**config.mk**
```make
export PLATFORM = sky130hd
export DESIGN_NAME = fxr_dev_flat
export DESIGN_NICKNAME = d
export VERILOG_FILES = /design/src/verilog/fxr_pkg.sv /design/src/verilog/fxr_link_if.sv /design/src/verilog/fxr_dummy_lut.sv /design/src/verilog/fxr_dev.sv /design/src/flat_wrapper.sv
export SDC_FILE = /design/constraint.sdc
export NUM_CORES = 1
export LEC_CHECK = 0
export BUFFER_PORTS_ARGS = -buffer_cell sky130_fd_sc_hd__buf_4
export CAP_MARGIN = 25
export CORE_MARGIN = 2
export CORE_UTILIZATION = 40
export CTS_CLUSTER_SIZE = 20
export DETAILED_ROUTE_END_ITERATION = 10
export PLACE_DENSITY = 0.67
export REMOVE_ABC_BUFFERS = 1
export SYNTH_ARGS = -nofsm -noshare
export SYNTH_HDL_FRONTEND = slang
export SYNTH_SLANG_ARGS = --single-unit
```
**constraint.sdc**
```tcl
create_clock -name clk_i -period 3.7 [get_ports clk_i]
set_clock_uncertainty 0.2 [all_clocks]
set_input_delay 0.37 -clock clk_i [delete_from_list [all_inputs] [get_ports clk_i]]
set_output_delay 0.37 -clock clk_i [all_outputs]
set_load 0.02 [all_outputs]
```
**src/verilog/fxr_pkg.sv**
```systemverilog
// Shared constants and types for the extended read register block.
// Assumes one 100 MHz clock shared by both ends of the link.
package fxr_pkg;
	////////////////////////////////////////////////////////////////
	// Widths
	localparam int DATA_W = 8;
	localparam int DRV_W = 3;
	localparam int ERR_W = 3;
	localparam int CNT_W = 4;

	////////////////////////////////////////////////////////////////
	// Register field positions
	localparam int EXT_BUSY = 0;
	localparam int EXT_ERR_LO = 1;
	localparam int EXT_ERR_HI = 3;
	localparam int EXT_LPE = 4;
	localparam int EXT_DRV_LO = 5;
	localparam int EXT_DRV_HI = 7;
	// Positions inside the error field
	localparam int ERR_X = 0;
	localparam int ERR_P = 1;
	localparam int ERR_E = 2;

	////////////////////////////////////////////////////////////////
	// Command codes
	localparam logic [7:0] OP_FAST_RD = 8'h0B;
	localparam logic [7:0] OP_FAST_RD4 = 8'h0C;
	localparam logic [7:0] OP_DTR_RD = 8'h0D;
	localparam logic [7:0] OP_DTR_RD4 = 8'h0E;
	localparam logic [7:0] OP_DUAL_OUT = 8'h3B;
	localparam logic [7:0] OP_DUAL_OUT4 = 8'h3C;
	localparam logic [7:0] OP_QUAD_OUT = 8'h6B;
	localparam logic [7:0] OP_QUAD_OUT4 = 8'h6C;
	localparam logic [7:0] OP_DUAL_IO = 8'hBB;
	localparam logic [7:0] OP_DUAL_IO4 = 8'hBC;
	localparam logic [7:0] OP_DUAL_IO_DTR = 8'hBD;
	localparam logic [7:0] OP_DUAL_IO_DTR4 = 8'hBE;
	localparam logic [7:0] OP_QUAD_IO = 8'hEB;
	localparam logic [7:0] OP_QUAD_IO4 = 8'hEC;
	localparam logic [7:0] OP_QUAD_IO_DTR = 8'hED;
	localparam logic [7:0] OP_QUAD_IO_DTR4 = 8'hEE;
	localparam logic [7:0] OP_UNIQUE_ID_RD = 8'h4B;
	localparam logic [7:0] OP_INFO_ROW_RD = 8'h68;
	localparam logic [7:0] OP_SET_NV = 8'h85;
	localparam logic [7:0] OP_SET_V = 8'h83;
	localparam logic [7:0] OP_RD_EXT = 8'h81;
	localparam logic [7:0] OP_CLR_EXT = 8'h82;
	localparam logic [7:0] OP_SW_RST = 8'h99;

	////////////////////////////////////////////////////////////////
	// Default dummy cycles
	localparam logic [CNT_W-1:0] DUMMY_STD = 4'h8;
	localparam logic [CNT_W-1:0] DUMMY_QPI = 4'h6;
	localparam logic [CNT_W-1:0] DUMMY_DUAL_IO = 4'h4;
	localparam logic [CNT_W-1:0] DUMMY_QUAD_IO = 4'h6;
	localparam logic [CNT_W-1:0] CNT_ZERO = 4'h0;
	localparam logic [CNT_W-1:0] CNT_ONE = 4'h1;

	////////////////////////////////////////////////////////////////
	// Drive strength codes and reset values
	localparam logic [DRV_W-1:0] DRV_RSV_A = 3'h0;
	localparam logic [DRV_W-1:0] DRV_90 = 3'h1;
	localparam logic [DRV_W-1:0] DRV_60 = 3'h2;
	localparam logic [DRV_W-1:0] DRV_45 = 3'h3;
	localparam logic [DRV_W-1:0] DRV_RSV_B = 3'h4;
	localparam logic [DRV_W-1:0] DRV_20 = 3'h5;
	localparam logic [DRV_W-1:0] DRV_15 = 3'h6;
	localparam logic [DRV_W-1:0] DRV_30 = 3'h7;
	localparam logic [DRV_W-1:0] DRV_DEFAULT = DRV_30;
	localparam logic LPE_DEFAULT = 1'b0;
	localparam logic [ERR_W-1:0] ERR_NONE = 3'h0;
	localparam logic [DATA_W-1:0] DATA_ZERO = 8'h00;

	////////////////////////////////////////////////////////////////
	// Outcome report kinds
	typedef enum logic [3:0] {
		EV_PROG = 4'h0,
		EV_IROW_PROG = 4'h1,
		EV_PMODE = 4'h2,
		EV_UNLOCK = 4'h3,
		EV_NVREG = 4'h4,
		EV_SRWRITE = 4'h5,
		EV_FRWRITE = 4'h6,
		EV_ERASE = 4'h7,
		EV_CHIP_ERASE = 4'h8
	} fxr_ev_t;
endpackage

```
**src/verilog/fxr_link_if.sv**
```systemverilog
// Command-level link between flash host and flash device.
// Assumes both ends run on the same clock; the bench joins them.
`timescale 1ns/1ps
interface fxr_link_if;
	logic cmd_valid;
	logic [fxr_pkg::DATA_W-1:0] cmd_op;
	logic [fxr_pkg::DATA_W-1:0] cmd_data;
	logic cmd_qpi;
	logic host_oe;
	logic rsp_valid;
	logic [fxr_pkg::DATA_W-1:0] rsp_data;
	logic rsp_err;

	modport dev (
		input cmd_valid, cmd_op, cmd_data, cmd_qpi, host_oe,
		output rsp_valid, rsp_data, rsp_err
	);
	modport host (
		output cmd_valid, cmd_op, cmd_data, cmd_qpi, host_oe,
		input rsp_valid, rsp_data, rsp_err
	);
endinterface

```
**src/verilog/fxr_dummy_lut.sv**
```systemverilog
// Default dummy-cycle lookup for the read commands.
// Assumes the caller holds op and mode stable while it reads the result.
`timescale 1ns/1ps
module fxr_dummy_lut (
	// Command
	input wire logic [fxr_pkg::DATA_W-1:0] op_i,
	input wire logic qpi_i,
	// Result
	output logic is_read_o,
	output logic legal_o,
	output logic [fxr_pkg::CNT_W-1:0] cnt_o
);
	import fxr_pkg::*;

	always_comb begin
		is_read_o = 1'b0;
		legal_o = 1'b0;
		cnt_o = CNT_ZERO;
		case (op_i)
			OP_FAST_RD, OP_FAST_RD4, OP_DTR_RD, OP_DTR_RD4,
			OP_UNIQUE_ID_RD, OP_INFO_ROW_RD: begin
				is_read_o = 1'b1;
				legal_o = 1'b1;
				cnt_o = qpi_i ? DUMMY_QPI : DUMMY_STD;
			end
			OP_DUAL_OUT, OP_DUAL_OUT4, OP_QUAD_OUT, OP_QUAD_OUT4: begin
				is_read_o = 1'b1;
				legal_o = !qpi_i;
				cnt_o = DUMMY_STD;
			end
			OP_DUAL_IO, OP_DUAL_IO4, OP_DUAL_IO_DTR, OP_DUAL_IO_DTR4: begin
				is_read_o = 1'b1;
				legal_o = !qpi_i;
				cnt_o = DUMMY_DUAL_IO;
			end
			OP_QUAD_IO, OP_QUAD_IO4, OP_QUAD_IO_DTR, OP_QUAD_IO_DTR4: begin
				is_read_o = 1'b1;
				legal_o = 1'b1;
				cnt_o = DUMMY_QUAD_IO;
			end
			default: begin
				is_read_o = 1'b0;
			end
		endcase
	end
endmodule

```
**src/verilog/fxr_dev.sv**
```systemverilog
// Flash device end: extended read register, error flags, read dummy phase.
// Assumes the host sends one command at a time and waits for answers.
`timescale 1ns/1ps
module fxr_dev (
	// Clock and reset
	input wire logic clk_i,
	input wire logic rst_i,
	// Link to the host
	fxr_link_if.dev link,
	// Array side
	input wire logic busy_i,
	input wire logic [fxr_pkg::DATA_W-1:0] arr_data_i,
	// Operation outcome reports
	input wire logic ev_valid_i,
	input wire fxr_pkg::fxr_ev_t ev_kind_i,
	input wire logic ev_fail_i,
	input wire logic ev_prot_i,
	input wire logic ev_erase_fail_i,
	input wire logic ev_bp_cover_i,
	// Settings and state out
	output logic [fxr_pkg::DRV_W-1:0] drive_strength_o,
	output logic learn_pat_en_o,
	output logic nv_update_o,
	output logic [fxr_pkg::DATA_W-1:0] ext_reg_o
);
	import fxr_pkg::*;

	typedef enum logic [2:0] {
		D_IDLE = 3'h1,
		D_DUMMY = 3'h2,
		D_RESP = 3'h4
	} fxr_dstate_t;

	////////////////////////////////////////////////////////////////
	// Decoding helpers

	// Reserved codes are refused so the pads never see an undefined drive
	function automatic logic drv_ok(logic [DRV_W-1:0] code);
		return (code != DRV_RSV_A) && (code != DRV_RSV_B);
	endfunction

	// Which error flags an outcome report raises; layout {E, P, prot}
	function automatic logic [ERR_W-1:0] err_set(fxr_ev_t kind, logic fail,
			logic prot, logic efail, logic bp);
		logic [ERR_W-1:0] s;
		s = ERR_NONE;
		case (kind)
			EV_PROG, EV_IROW_PROG, EV_PMODE: begin
				s[ERR_P] = fail | prot;
				s[ERR_X] = prot;
			end
			EV_UNLOCK: begin
				s[ERR_P] = prot;
				s[ERR_X] = prot;
			end
			EV_NVREG: begin
				s[ERR_P] = fail;
				s[ERR_E] = efail;
			end
			EV_SRWRITE: begin
				s[ERR_P] = fail;
				s[ERR_E] = efail | prot;
				s[ERR_X] = prot;
			end
			EV_FRWRITE: begin
				s[ERR_P] = fail;
			end
			EV_ERASE: begin
				s[ERR_E] = fail | prot;
				s[ERR_X] = prot;
			end
			EV_CHIP_ERASE: begin
				// Sector locks alone do not count here
				s[ERR_E] = fail | bp;
				s[ERR_X] = bp;
			end
			default: begin
				s = ERR_NONE;
			end
		endcase
		return s;
	endfunction

	////////////////////////////////////////////////////////////////
	// State

	fxr_dstate_t state_q;
	logic [DRV_W-1:0] nv_drv_q;
	logic nv_lpe_q;
	logic [DRV_W-1:0] drv_q;
	logic lpe_q;
	logic [ERR_W-1:0] err_q;
	logic [ERR_W-1:0] err_d;
	logic [CNT_W-1:0] cnt_q;
	logic [DATA_W-1:0] data_q;
	logic rsp_err_q;
	logic nv_upd_q;
	logic take;
	logic is_set_nv;
	logic is_set_v;
	logic is_clear;
	logic lut_read;
	logic lut_legal;
	logic [CNT_W-1:0] lut_cnt;
	logic [DATA_W-1:0] ext_val;
	logic [DRV_W-1:0] new_drv;
	logic new_lpe;

	fxr_dummy_lut u_lut (
		.op_i(link.cmd_op),
		.qpi_i(link.cmd_qpi),
		.is_read_o(lut_read),
		.legal_o(lut_legal),
		.cnt_o(lut_cnt)
	);

	////////////////////////////////////////////////////////////////
	// Command decode

	// Error flags do not gate acceptance
	assign take = link.cmd_valid && (state_q == D_IDLE);
	assign is_set_nv = take && (link.cmd_op == OP_SET_NV);
	assign is_set_v = take && (link.cmd_op == OP_SET_V);
	assign is_clear = take && ((link.cmd_op == OP_CLR_EXT) || (link.cmd_op == OP_SW_RST));
	// Only the high four data bits are looked at
	assign new_drv = link.cmd_data[EXT_DRV_HI:EXT_DRV_LO];
	assign new_lpe = link.cmd_data[EXT_LPE];

	////////////////////////////////////////////////////////////////
	// Register image

	assign ext_val = {drv_q, lpe_q, err_q, busy_i};
	assign ext_reg_o = ext_val;
	assign drive_strength_o = drv_q;
	assign learn_pat_en_o = lpe_q;
	assign nv_update_o = nv_upd_q;

	////////////////////////////////////////////////////////////////
	// Non-volatile copy

	always_ff @(posedge clk_i or posedge rst_i) begin
		if (rst_i) begin
			nv_drv_q <= DRV_DEFAULT;
			nv_lpe_q <= LPE_DEFAULT;
		end else if (is_set_nv) begin
			if (drv_ok(new_drv)) begin
				nv_drv_q <= new_drv;
			end
			nv_lpe_q <= new_lpe;
		end
	end

	// Kicks off the internal erase-then-program of the stored copy
	always_ff @(posedge clk_i or posedge rst_i) begin
		if (rst_i) begin
			nv_upd_q <= 1'b0;
		end else begin
			nv_upd_q <= is_set_nv;
		end
	end

	////////////////////////////////////////////////////////////////
	// Volatile copy

	// Software reset reloads the working copy from the stored one
	always_ff @(posedge clk_i or posedge rst_i) begin
		if (rst_i) begin
			drv_q <= DRV_DEFAULT;
			lpe_q <= LPE_DEFAULT;
		end else if (is_set_v) begin
			if (drv_ok(new_drv)) begin
				drv_q <= new_drv;
			end
			lpe_q <= new_lpe;
		end else if (take && (link.cmd_op == OP_SW_RST)) begin
			drv_q <= nv_drv_q;
			lpe_q <= nv_lpe_q;
		end
	end

	////////////////////////////////////////////////////////////////
	// Sticky error flags

	// A report in the clearing cycle survives: set wins over clear
	always_comb begin
		err_d = is_clear ? ERR_NONE : err_q;
		if (ev_valid_i) begin
			err_d = err_d | err_set(ev_kind_i, ev_fail_i, ev_prot_i,
				ev_erase_fail_i, ev_bp_cover_i);
		end
	end

	// Set commands never reach these bits
	always_ff @(posedge clk_i or posedge rst_i) begin
		if (rst_i) begin
			err_q <= ERR_NONE;
		end else begin
			err_q <= err_d;
		end
	end

	////////////////////////////////////////////////////////////////
	// Read answer sequencer

	always_ff @(posedge clk_i or posedge rst_i) begin
		if (rst_i) begin
			state_q <= D_IDLE;
			cnt_q <= CNT_ZERO;
			data_q <= DATA_ZERO;
			rsp_err_q <= 1'b0;
		end else begin
			case (state_q)
				D_IDLE: begin
					if (take && lut_read) begin
						if (lut_legal) begin
							state_q <= D_DUMMY;
							cnt_q <= lut_cnt - CNT_ONE;
							rsp_err_q <= 1'b0;
						end else begin
							// Mode-restricted read in the wrong mode
							state_q <= D_RESP;
							data_q <= DATA_ZERO;
							rsp_err_q <= 1'b1;
						end
					end else if (take && (link.cmd_op == OP_RD_EXT)) begin
						state_q <= D_RESP;
						data_q <= ext_val;
						rsp_err_q <= 1'b0;
					end
				end
				D_DUMMY: begin
					// Host has released the lines here
					if (cnt_q == CNT_ZERO) begin
						state_q <= D_RESP;
						data_q <= arr_data_i;
					end else begin
						cnt_q <= cnt_q - CNT_ONE;
					end
				end
				D_RESP: begin
					state_q <= D_IDLE;
				end
				default: begin
					state_q <= D_IDLE;
				end
			endcase
		end
	end

	assign link.rsp_valid = (state_q == D_RESP);
	assign link.rsp_data = data_q;
	assign link.rsp_err = rsp_err_q;
endmodule

```
**src/flat_wrapper.sv**
```systemverilog
// flat-port wrapper written by rule: the top's interface ports become plain ports
module fxr_dev_flat import fxr_pkg::*;
  (clk_i, rst_i, busy_i, arr_data_i, ev_valid_i, ev_kind_i, ev_fail_i, ev_prot_i, ev_erase_fail_i, ev_bp_cover_i, drive_strength_o, learn_pat_en_o, nv_update_o, ext_reg_o, link_cmd_valid, link_cmd_op, link_cmd_data, link_cmd_qpi, link_host_oe, link_rsp_valid, link_rsp_data, link_rsp_err);
  fxr_link_if link_i ();
  input wire logic clk_i;
  input wire logic rst_i;
  input wire logic busy_i;
  input wire logic [fxr_pkg::DATA_W-1:0] arr_data_i;
  input wire logic ev_valid_i;
  input wire fxr_pkg::fxr_ev_t ev_kind_i;
  input wire logic ev_fail_i;
  input wire logic ev_prot_i;
  input wire logic ev_erase_fail_i;
  input wire logic ev_bp_cover_i;
  output logic [fxr_pkg::DRV_W-1:0] drive_strength_o;
  output logic learn_pat_en_o;
  output logic nv_update_o;
  output logic [fxr_pkg::DATA_W-1:0] ext_reg_o;
  input wire logic [$bits(link_i.cmd_valid)-1:0] link_cmd_valid;
  input wire logic [$bits(link_i.cmd_op)-1:0] link_cmd_op;
  input wire logic [$bits(link_i.cmd_data)-1:0] link_cmd_data;
  input wire logic [$bits(link_i.cmd_qpi)-1:0] link_cmd_qpi;
  input wire logic [$bits(link_i.host_oe)-1:0] link_host_oe;
  output wire logic [$bits(link_i.rsp_valid)-1:0] link_rsp_valid;
  output wire logic [$bits(link_i.rsp_data)-1:0] link_rsp_data;
  output wire logic [$bits(link_i.rsp_err)-1:0] link_rsp_err;
  assign link_i.cmd_valid = link_cmd_valid;
  assign link_i.cmd_op = link_cmd_op;
  assign link_i.cmd_data = link_cmd_data;
  assign link_i.cmd_qpi = link_cmd_qpi;
  assign link_i.host_oe = link_host_oe;
  assign link_rsp_valid = link_i.rsp_valid;
  assign link_rsp_data = link_i.rsp_data;
  assign link_rsp_err = link_i.rsp_err;
  fxr_dev u_core (.clk_i(clk_i), .rst_i(rst_i), .link(link_i), .busy_i(busy_i), .arr_data_i(arr_data_i), .ev_valid_i(ev_valid_i), .ev_kind_i(ev_kind_i), .ev_fail_i(ev_fail_i), .ev_prot_i(ev_prot_i), .ev_erase_fail_i(ev_erase_fail_i), .ev_bp_cover_i(ev_bp_cover_i), .drive_strength_o(drive_strength_o), .learn_pat_en_o(learn_pat_en_o), .nv_update_o(nv_update_o), .ext_reg_o(ext_reg_o));
endmodule
```
==> impl_metrics.json, run 1 <==
{
  "vias": 1574,
  "async_flop_share": 1.000,
  "hpwl_um": 2994,
  "nNetsFinal": 282,
  "drc_errors": 0,
  "yosys.area.top_type_share": 0.3116,
  "area_growth_pct": 31.68,
  "fillers": 410,
  "dieArea_sq_um": 4752,
  "synthDistinctLibCells": 51,
  "firstDrtPassIters": 4,
  "coreArea_sq_um": 4029,
  "required_ns": 3.66,
  "hold_path_class": "input port to flip-flop",
  "numCtsBuffers": 3,
  "cts_max_path_buffers": 2,
  "overflow": 0,
  "grt_usage": 0.1762,
  "first_global_vias": 1450,
  "hold_viol_final": 0,
  "critPathKind": "flip-flop to flip-flop",
  "clk_pin_slew_ns": 0.09,
  "die_w_um": 68.94,
  "cp_slowest_cell": "a2111oi_4",
  "cp.arrival_ns": 2.69,
  "fmax_mhz": 365.3,
  "grt_setup_unrepaired": "false",
  "synth_seq_area_share": 0.4206,
  "yosysMostFrequentCell": "nand2_1",
  "wire_per_inst_um": 13.16,
  "initial_utilization": 0.4186,
  "min_period_over_period": 0.7399,
  "antenna_found_initial": 0,
  "grt_max_degree": 25,
  "multi_input_area_sq_um": 898.4,
  "antenna_left": 0,
  "mappedNetlistArea_sq_um": 1687,
  "placed_area_sq_um": 2156,
  "grt_pass1_wl_um": 6396,
  "seqCellArea_sq_um": 709.4,
  "cp-start-kind": "flip-flop",
  "cts_tree": "yes",
  "critPathMaxStageDelay_ns": 0.69,
  "worstMarginPinSlew_ns": 0.9685,
  "period_needed_ns": 2.738,
  "synth_cells": 186,
  "clkSinkCount": 28,
  "maxSlewViolCount": 0,
  "clkLatencyLatePin_ns": 0.27,
  "first_iter_violations": 70,
  "n_antenna_cell": 0,
  "routed_wl_um": 3829,
  "io_buffers": 56,
  "std_cell_rows": 23,
  "yosysWarnings": 0,
  "htree_levels": 1,
  "ys_top_cells_by_area": "dfrtp_1 31%, dfstp_2 11%, nand2_1 8.2%",
  "vias_per_cell": 5.409,
  "root_buffer": "clkbuf_8",
  "setup_viol": 0,
  "synth-seq-cells": 28,
  "timing.slew.headroom": 0.3484,
  "synth_edf_count": 0,
  "leakagePower_nw": 1.018,
  "ir_drop_mv": 0.1587,
  "pin_count": 62,
  "ys.flop_type": "dfrtp_1",
  "synthTopCellsByCount": "37 x nand2_1, 21 x dfrtp_1, 17 x o21ai_0, 11 x nor2_1, 10 x mux2_2",
  "endpoint_kind": "flip-flop",
  "tns_ns": 0,
  "cp_max_fo": 9,
  "power_density_nw_per_um2": 360.1,
  "postLayoutCellArea_sq_um": 2221,
  "path_cells": "nor4bb_1, o31ai_2, a2111oi_4, mux2_2",
  "drive_gt1_frac": 0.3610,
  "status": "finished, final reports clean",
  "place_congestion": 0.7606,
  "cts_resized": 0,
  "yosysTopAreaCell": "dfrtp_1",
  "maxCapViolCount": 0,
  "die_h_um": 68.94,
  "synth_area_per_cell_sq_um": 9.068
}
## layer usage
metal	vias up	global-route usage	share of wire
li1	778	-	-
met1	755	0.2365	0.46
met2	39	0.2981	0.48
met3	2	0.03571	0.055
met4	0	0.02941	0.0044
met5	-	0	0
## registers in the layout, summed over array words and instances, names as in the netlist
register	cells
u_core.err_q	3
u_core.nv_drv_q	3
u_core.cnt_q	4
u_core.link.rsp_data	8
u_core.nv_lpe_q	1
u_core.link.rsp_err	1
u_core.learn_pat_en_o	1
u_core.nv_update_o	1
u_core.state_q	3
u_core.drive_strength_o	3
## worst max-delay path: cells and delay by family (launching register included)
kind	cells	cell delay, ns
AND/OR/NAND/NOR	1	0.63
flip-flops	1	0.47
multiplexers	1	0.41
AO/OA/AOI/OAI	2	0.92
## kinds of logic (layout without fill, tap and decap cells)
| family | count (synthesis) | count (layout) | share of synthesized area |
|---|---|---|---|
| and+or+nand+nor | 80 | 80 | 0.2374 |
| xor gates and xnor gates | 1 | 1 | 0.005194 |
| buffers and inverters | 16 | 71 | 0.04674 |
| DFF | 28 | 28 | 0.4206 |
| adders and majority gates | 1 | 1 | 0.007417 |
| muxes | 11 | 11 | 0.07270 |
| AOI/OAI and AO/OA | 49 | 49 | 0.2099 |
## cell usage in the layout, fill, tap and decap left out, types with 2 or more instances in the layout
cell type and n:
a211oi_1 2, a21oi_1 7, a22o_1 3, a22oi_1 3, buf_4 57, clkbuf_8 4
dfrtp_1 21, dfstp_2 7, inv_1 8, mux2_2 10, nand2_1 37, nand2b_1 2
nand3_1 3, nor2_1 11, nor2b_1 3, nor3_1 6, nor3b_1 2, nor4_1 4
o21ai_0 17
## power breakdown
part / switching [W] / internal (W) / leakage [nW]
registers: 0.0000283 / 0.000353 / 0.316
logic: 0.000114 / 0.000118 / 0.673
clock network: 0.0000904 / 0.0000951 / 0.0288
total: 0.000233 / 0.000566 / 1.02
## final timing paths
check	to	slack (ns)	depth (start not counted)	from
max in group asynchronous	u_core.nv_drv_q[1]$_DFFE_PP1P_	2.44	4	rst_i
min in group asynchronous	u_core.nv_update_o$_DFF_PP0_	0.38	3	rst_i
worst min-delay path	u_core.learn_pat_en_o$_DFFE_PP0P_	0.13	3	link_cmd_data[4]
worst max register to register	u_core.link.rsp_data[7]$_DFFE_PP0P_	0.96	4	u_core.state_q[2]$_DFFE_PP0P_
worst min register to register	u_core.nv_drv_q[0]$_DFFE_PP1P_	0.26	2	u_core.nv_drv_q[0]$_DFFE_PP1P_
worst max-delay path	u_core.link.rsp_data[7]$_DFFE_PP0P_	0.96	4	u_core.state_q[2]$_DFFE_PP0P_
## final cells by class
class | count | area share
multi-input combinational | 142 | 0.4045
sequential | 28 | 0.3194
timing repair buffer | 59 | 0.2096
tap | 50 | 0.02817
clock buffer | 4 | 0.02479
inverter | 8 | 0.01352
## through the flow
| stage | total power (W) | setup slack, ns | utilization | cells | hold slack [ns] |
|---|---|---|---|---|---|
| after floorplan | 0.0005024 | 1.177 | - | 178 | 0.2302 |
| after global placement | 0.0006148 | 0.7588 | 0.5283 | 285 | 0.2456 |
| after detailed placement | 0.0006216 | 0.7884 | 0.5351 | 286 | 0.1306 |
| after CTS | 0.0008139 | 0.9324 | 0.5512 | 291 | 0.1222 |
| after global routing | 0.0008465 | 0.6987 | 0.5512 | 291 | 0.1296 |
| final | 0.0007997 | 0.9624 | 0.5512 | 291 | 0.1268 |
## timing repair
item	CTS	global route
hold buffers	1	0
buffers inserted	0	0
endpoints found under the hold margin	3	0
No activity file was read; power rests on OpenSTA's default activity.
==> run 2: changes to the inputs <==
==> constraint.sdc (replaced) <==
create_clock -name clk_i -period 2.55 [get_ports clk_i]
set_clock_uncertainty 0.2 [all_clocks]
set_input_delay 0.255 -clock clk_i [delete_from_list [all_inputs] [get_ports clk_i]]
set_output_delay 0.255 -clock clk_i [all_outputs]
set_load 0.02 [all_outputs]
==> impl_metrics.json, run 2 (synthesis gave the netlist of run 1 again) <==
{
  "critPathKind": "flip-flop to flip-flop",
  "status": "finished, final reports clean",
  "endpoint_kind": "flip-flop",
  "rrSetupSlack_ns": 0.17,
  "post_cts_buffers": 0,
  "nNetsFinal": 298,
  "min_from": "ev_valid_i",
  "power_w": 0.001253,
  "dieArea_sq_um": 4752,
  "setup_viol": 0,
  "maxSlewViolCount": 0,
  "clk_pin_slew_ns": 0.10,
  "finalNonFillerCells": 307,
  "std_cell_rows": 23,
  "hold_path_depth": 2,
  "drive_gt1_frac": 0.3969,
  "cts_max_path_buffers": 2,
  "cp-start-kind": "flip-flop",
  "required_ns": 2.52,
  "cp_max_fo": 7,
  "firstDrtPassIters": 4,
  "clkSinkCount": 28,
  "overflow": 0,
  "final_util": 0.5807,
  "area_growth_pct": 38.72,
  "die_w_um": 68.94,
  "path_cells": "nor4bb_1, o31ai_2, a2111oi_4, buf_4, mux2_2",
  "grt_usage": 0.1918,
  "first_iter_violations": 52,
  "grt_max_degree": 29,
  "hpwl_um": 3175,
  "root_buffer": "clkbuf_8",
  "clkLatencyLatePin_ns": 0.28,
  "largest_reg_flops": 8,
  "n_antenna_cell": 0,
  "die_h_um": 68.94,
  "fmax_mhz": 420.5,
  "critPathMaxStageDelay_ns": 0.49,
  "maxCapViolCount": 0,
  "cp_num_buf_inv": 1,
  "cts_resized": 0,
  "cts_tree": "yes",
  "reg2reg_depth": 5,
  "cp.arrival_ns": 2.35,
  "coreArea_sq_um": 4029,
  "r2r_end": "u_core.link.rsp_data[4]$_DFFE_PP0P_",
  "critPathTopFamily": "compound AO/OA/AOI/OAI gates",
  "ir_drop_mv": 0.4874,
  "hold_viol_final": 0,
  "vias_per_cell": 5.280,
  "pin_count": 62,
  "grt_pass1_wl_um": 6851,
  "dp_cells": 301,
  "layout_common_cells": "73 x buf_4, 37 x nand2_1, 21 x dfrtp_1",
  "rr_startpoint": "u_core.state_q[2]$_DFFE_PP0P_",
  "numCtsBuffers": 3,
  "drc_errors": 0,
  "min_to": "u_core.err_q[0]$_DFF_PP0_",
  "worstMarginPinSlew_ns": 0.5489,
  "min_period_over_period": 0.9326,
  "place_congestion": 0.7932,
  "leakagePower_nw": 1.097,
  "final_common_cell": "buf_4",
  "initial_utilization": 0.4186,
  "wire_per_inst_um": 13.54,
  "hold_path_class": "input port to flip-flop",
  "io_buffers": 56,
  "antenna_found_initial": 0,
  "power_density_nw_per_um2": 535.4,
  "htree_levels": 1,
  "grt_setup_unrepaired": "false",
  "cp_slowest_cell": "nor4bb_1",
  "vias": 1621,
  "period_needed_ns": 2.378,
  "timing.slew.headroom": 0.6302,
  "first_global_vias": 1563,
  "routed_wl_um": 4156,
  "antenna_left": 0
}
## run 2: cell count changes in the layout (fill, tap and decap cells not counted)
| cell | delta |
|---|---|
| buf_16 | -1 |
| buf_4 | +16 |
| bufinv_16 | +1 |
| clkbuf_8 | -1 |
| dlygate4sd3_1 | +1 |
## run 2: worst register-to-register path: stages (launching register included)
cell and delay [ns]:
dfrtp_1 0.47, nor4bb_1 0.49, o31ai_2 0.19, a2111oi_4 0.38
buf_4 0.22, mux2_2 0.33
## run 2: repair_timing
action,in CTS,in global routing
hold endpoints to repair,22,0
hold buffers,2,0
endpoints found under the setup margin,0,0
## run 2: worst max path at each step
stage | from | to | cells past startpoint
2_1_floorplan | link_cmd_op[4] | u_core.link.rsp_data[0]$_DFFE_PP0P_ | 5
3_3_place_gp | link_cmd_op[4] | u_core.cnt_q[2]$_DFFE_PP0P_ | 11
3_5_place_dp | link_cmd_op[4] | u_core.cnt_q[2]$_DFFE_PP0P_ | 10
4_1_cts | u_core.state_q[2]$_DFFE_PP0P_ | u_core.link.rsp_data[4]$_DFFE_PP0P_ | 5
5_1_grt | u_core.state_q[2]$_DFFE_PP0P_ | u_core.link.rsp_data[4]$_DFFE_PP0P_ | 5
6_report | u_core.state_q[2]$_DFFE_PP0P_ | u_core.link.rsp_data[4]$_DFFE_PP0P_ | 5
## run 2: cell type report
| cell class | instances | area [sq um] |
|---|---|---|
| multi-input cells | 142 | 898.4 |
| fillers | 368 | 1689 |
| flip-flops and latches | 28 | 709.4 |
| clock buffers | 3 | 41.29 |
| inverters | 8 | 30.03 |
| clock inverters | 1 | 30.03 |
| well taps | 50 | 62.56 |
| repair buffers | 75 | 568.0 |
## run 2: stage by stage
| step | hold slack [ns] | setup WS [ns] | cell area, sq um | TNS, ns |
|---|---|---|---|---|
| 3_3_place_gp | 0.1460 | 0.002287 | 2248 | 0 |
| 4_1_cts | 0.005733 | 0.1650 | 2340 | 0 |
| 2_1_floorplan | 0.1152 | 0.1422 | 1638 | 0 |
| 6_report | 0.01008 | 0.1718 | 2340 | 0 |
| 3_5_place_dp | 0.1558 | -0.03487 | 2248 | -0.03487 |
| 5_1_grt | 0.002639 | 0.04000 | 2340 | 0 |
## run 2: power by group
part / internal (W) / switching [W]
combinational: 0.000177 / 0.000169
clock: 0.000210 / 0.000141
sequential: 0.000513 / 0.0000432
total: 0.000900 / 0.000353
## run 2: routing by layer
layer	vias up	wire, um	track usage
met3	2	186	0.04545
met1	768	1914	0.2419
li1	810	-	-
met4	0	23	0.04167
met2	41	2031	0.3329
met5	-	0	0
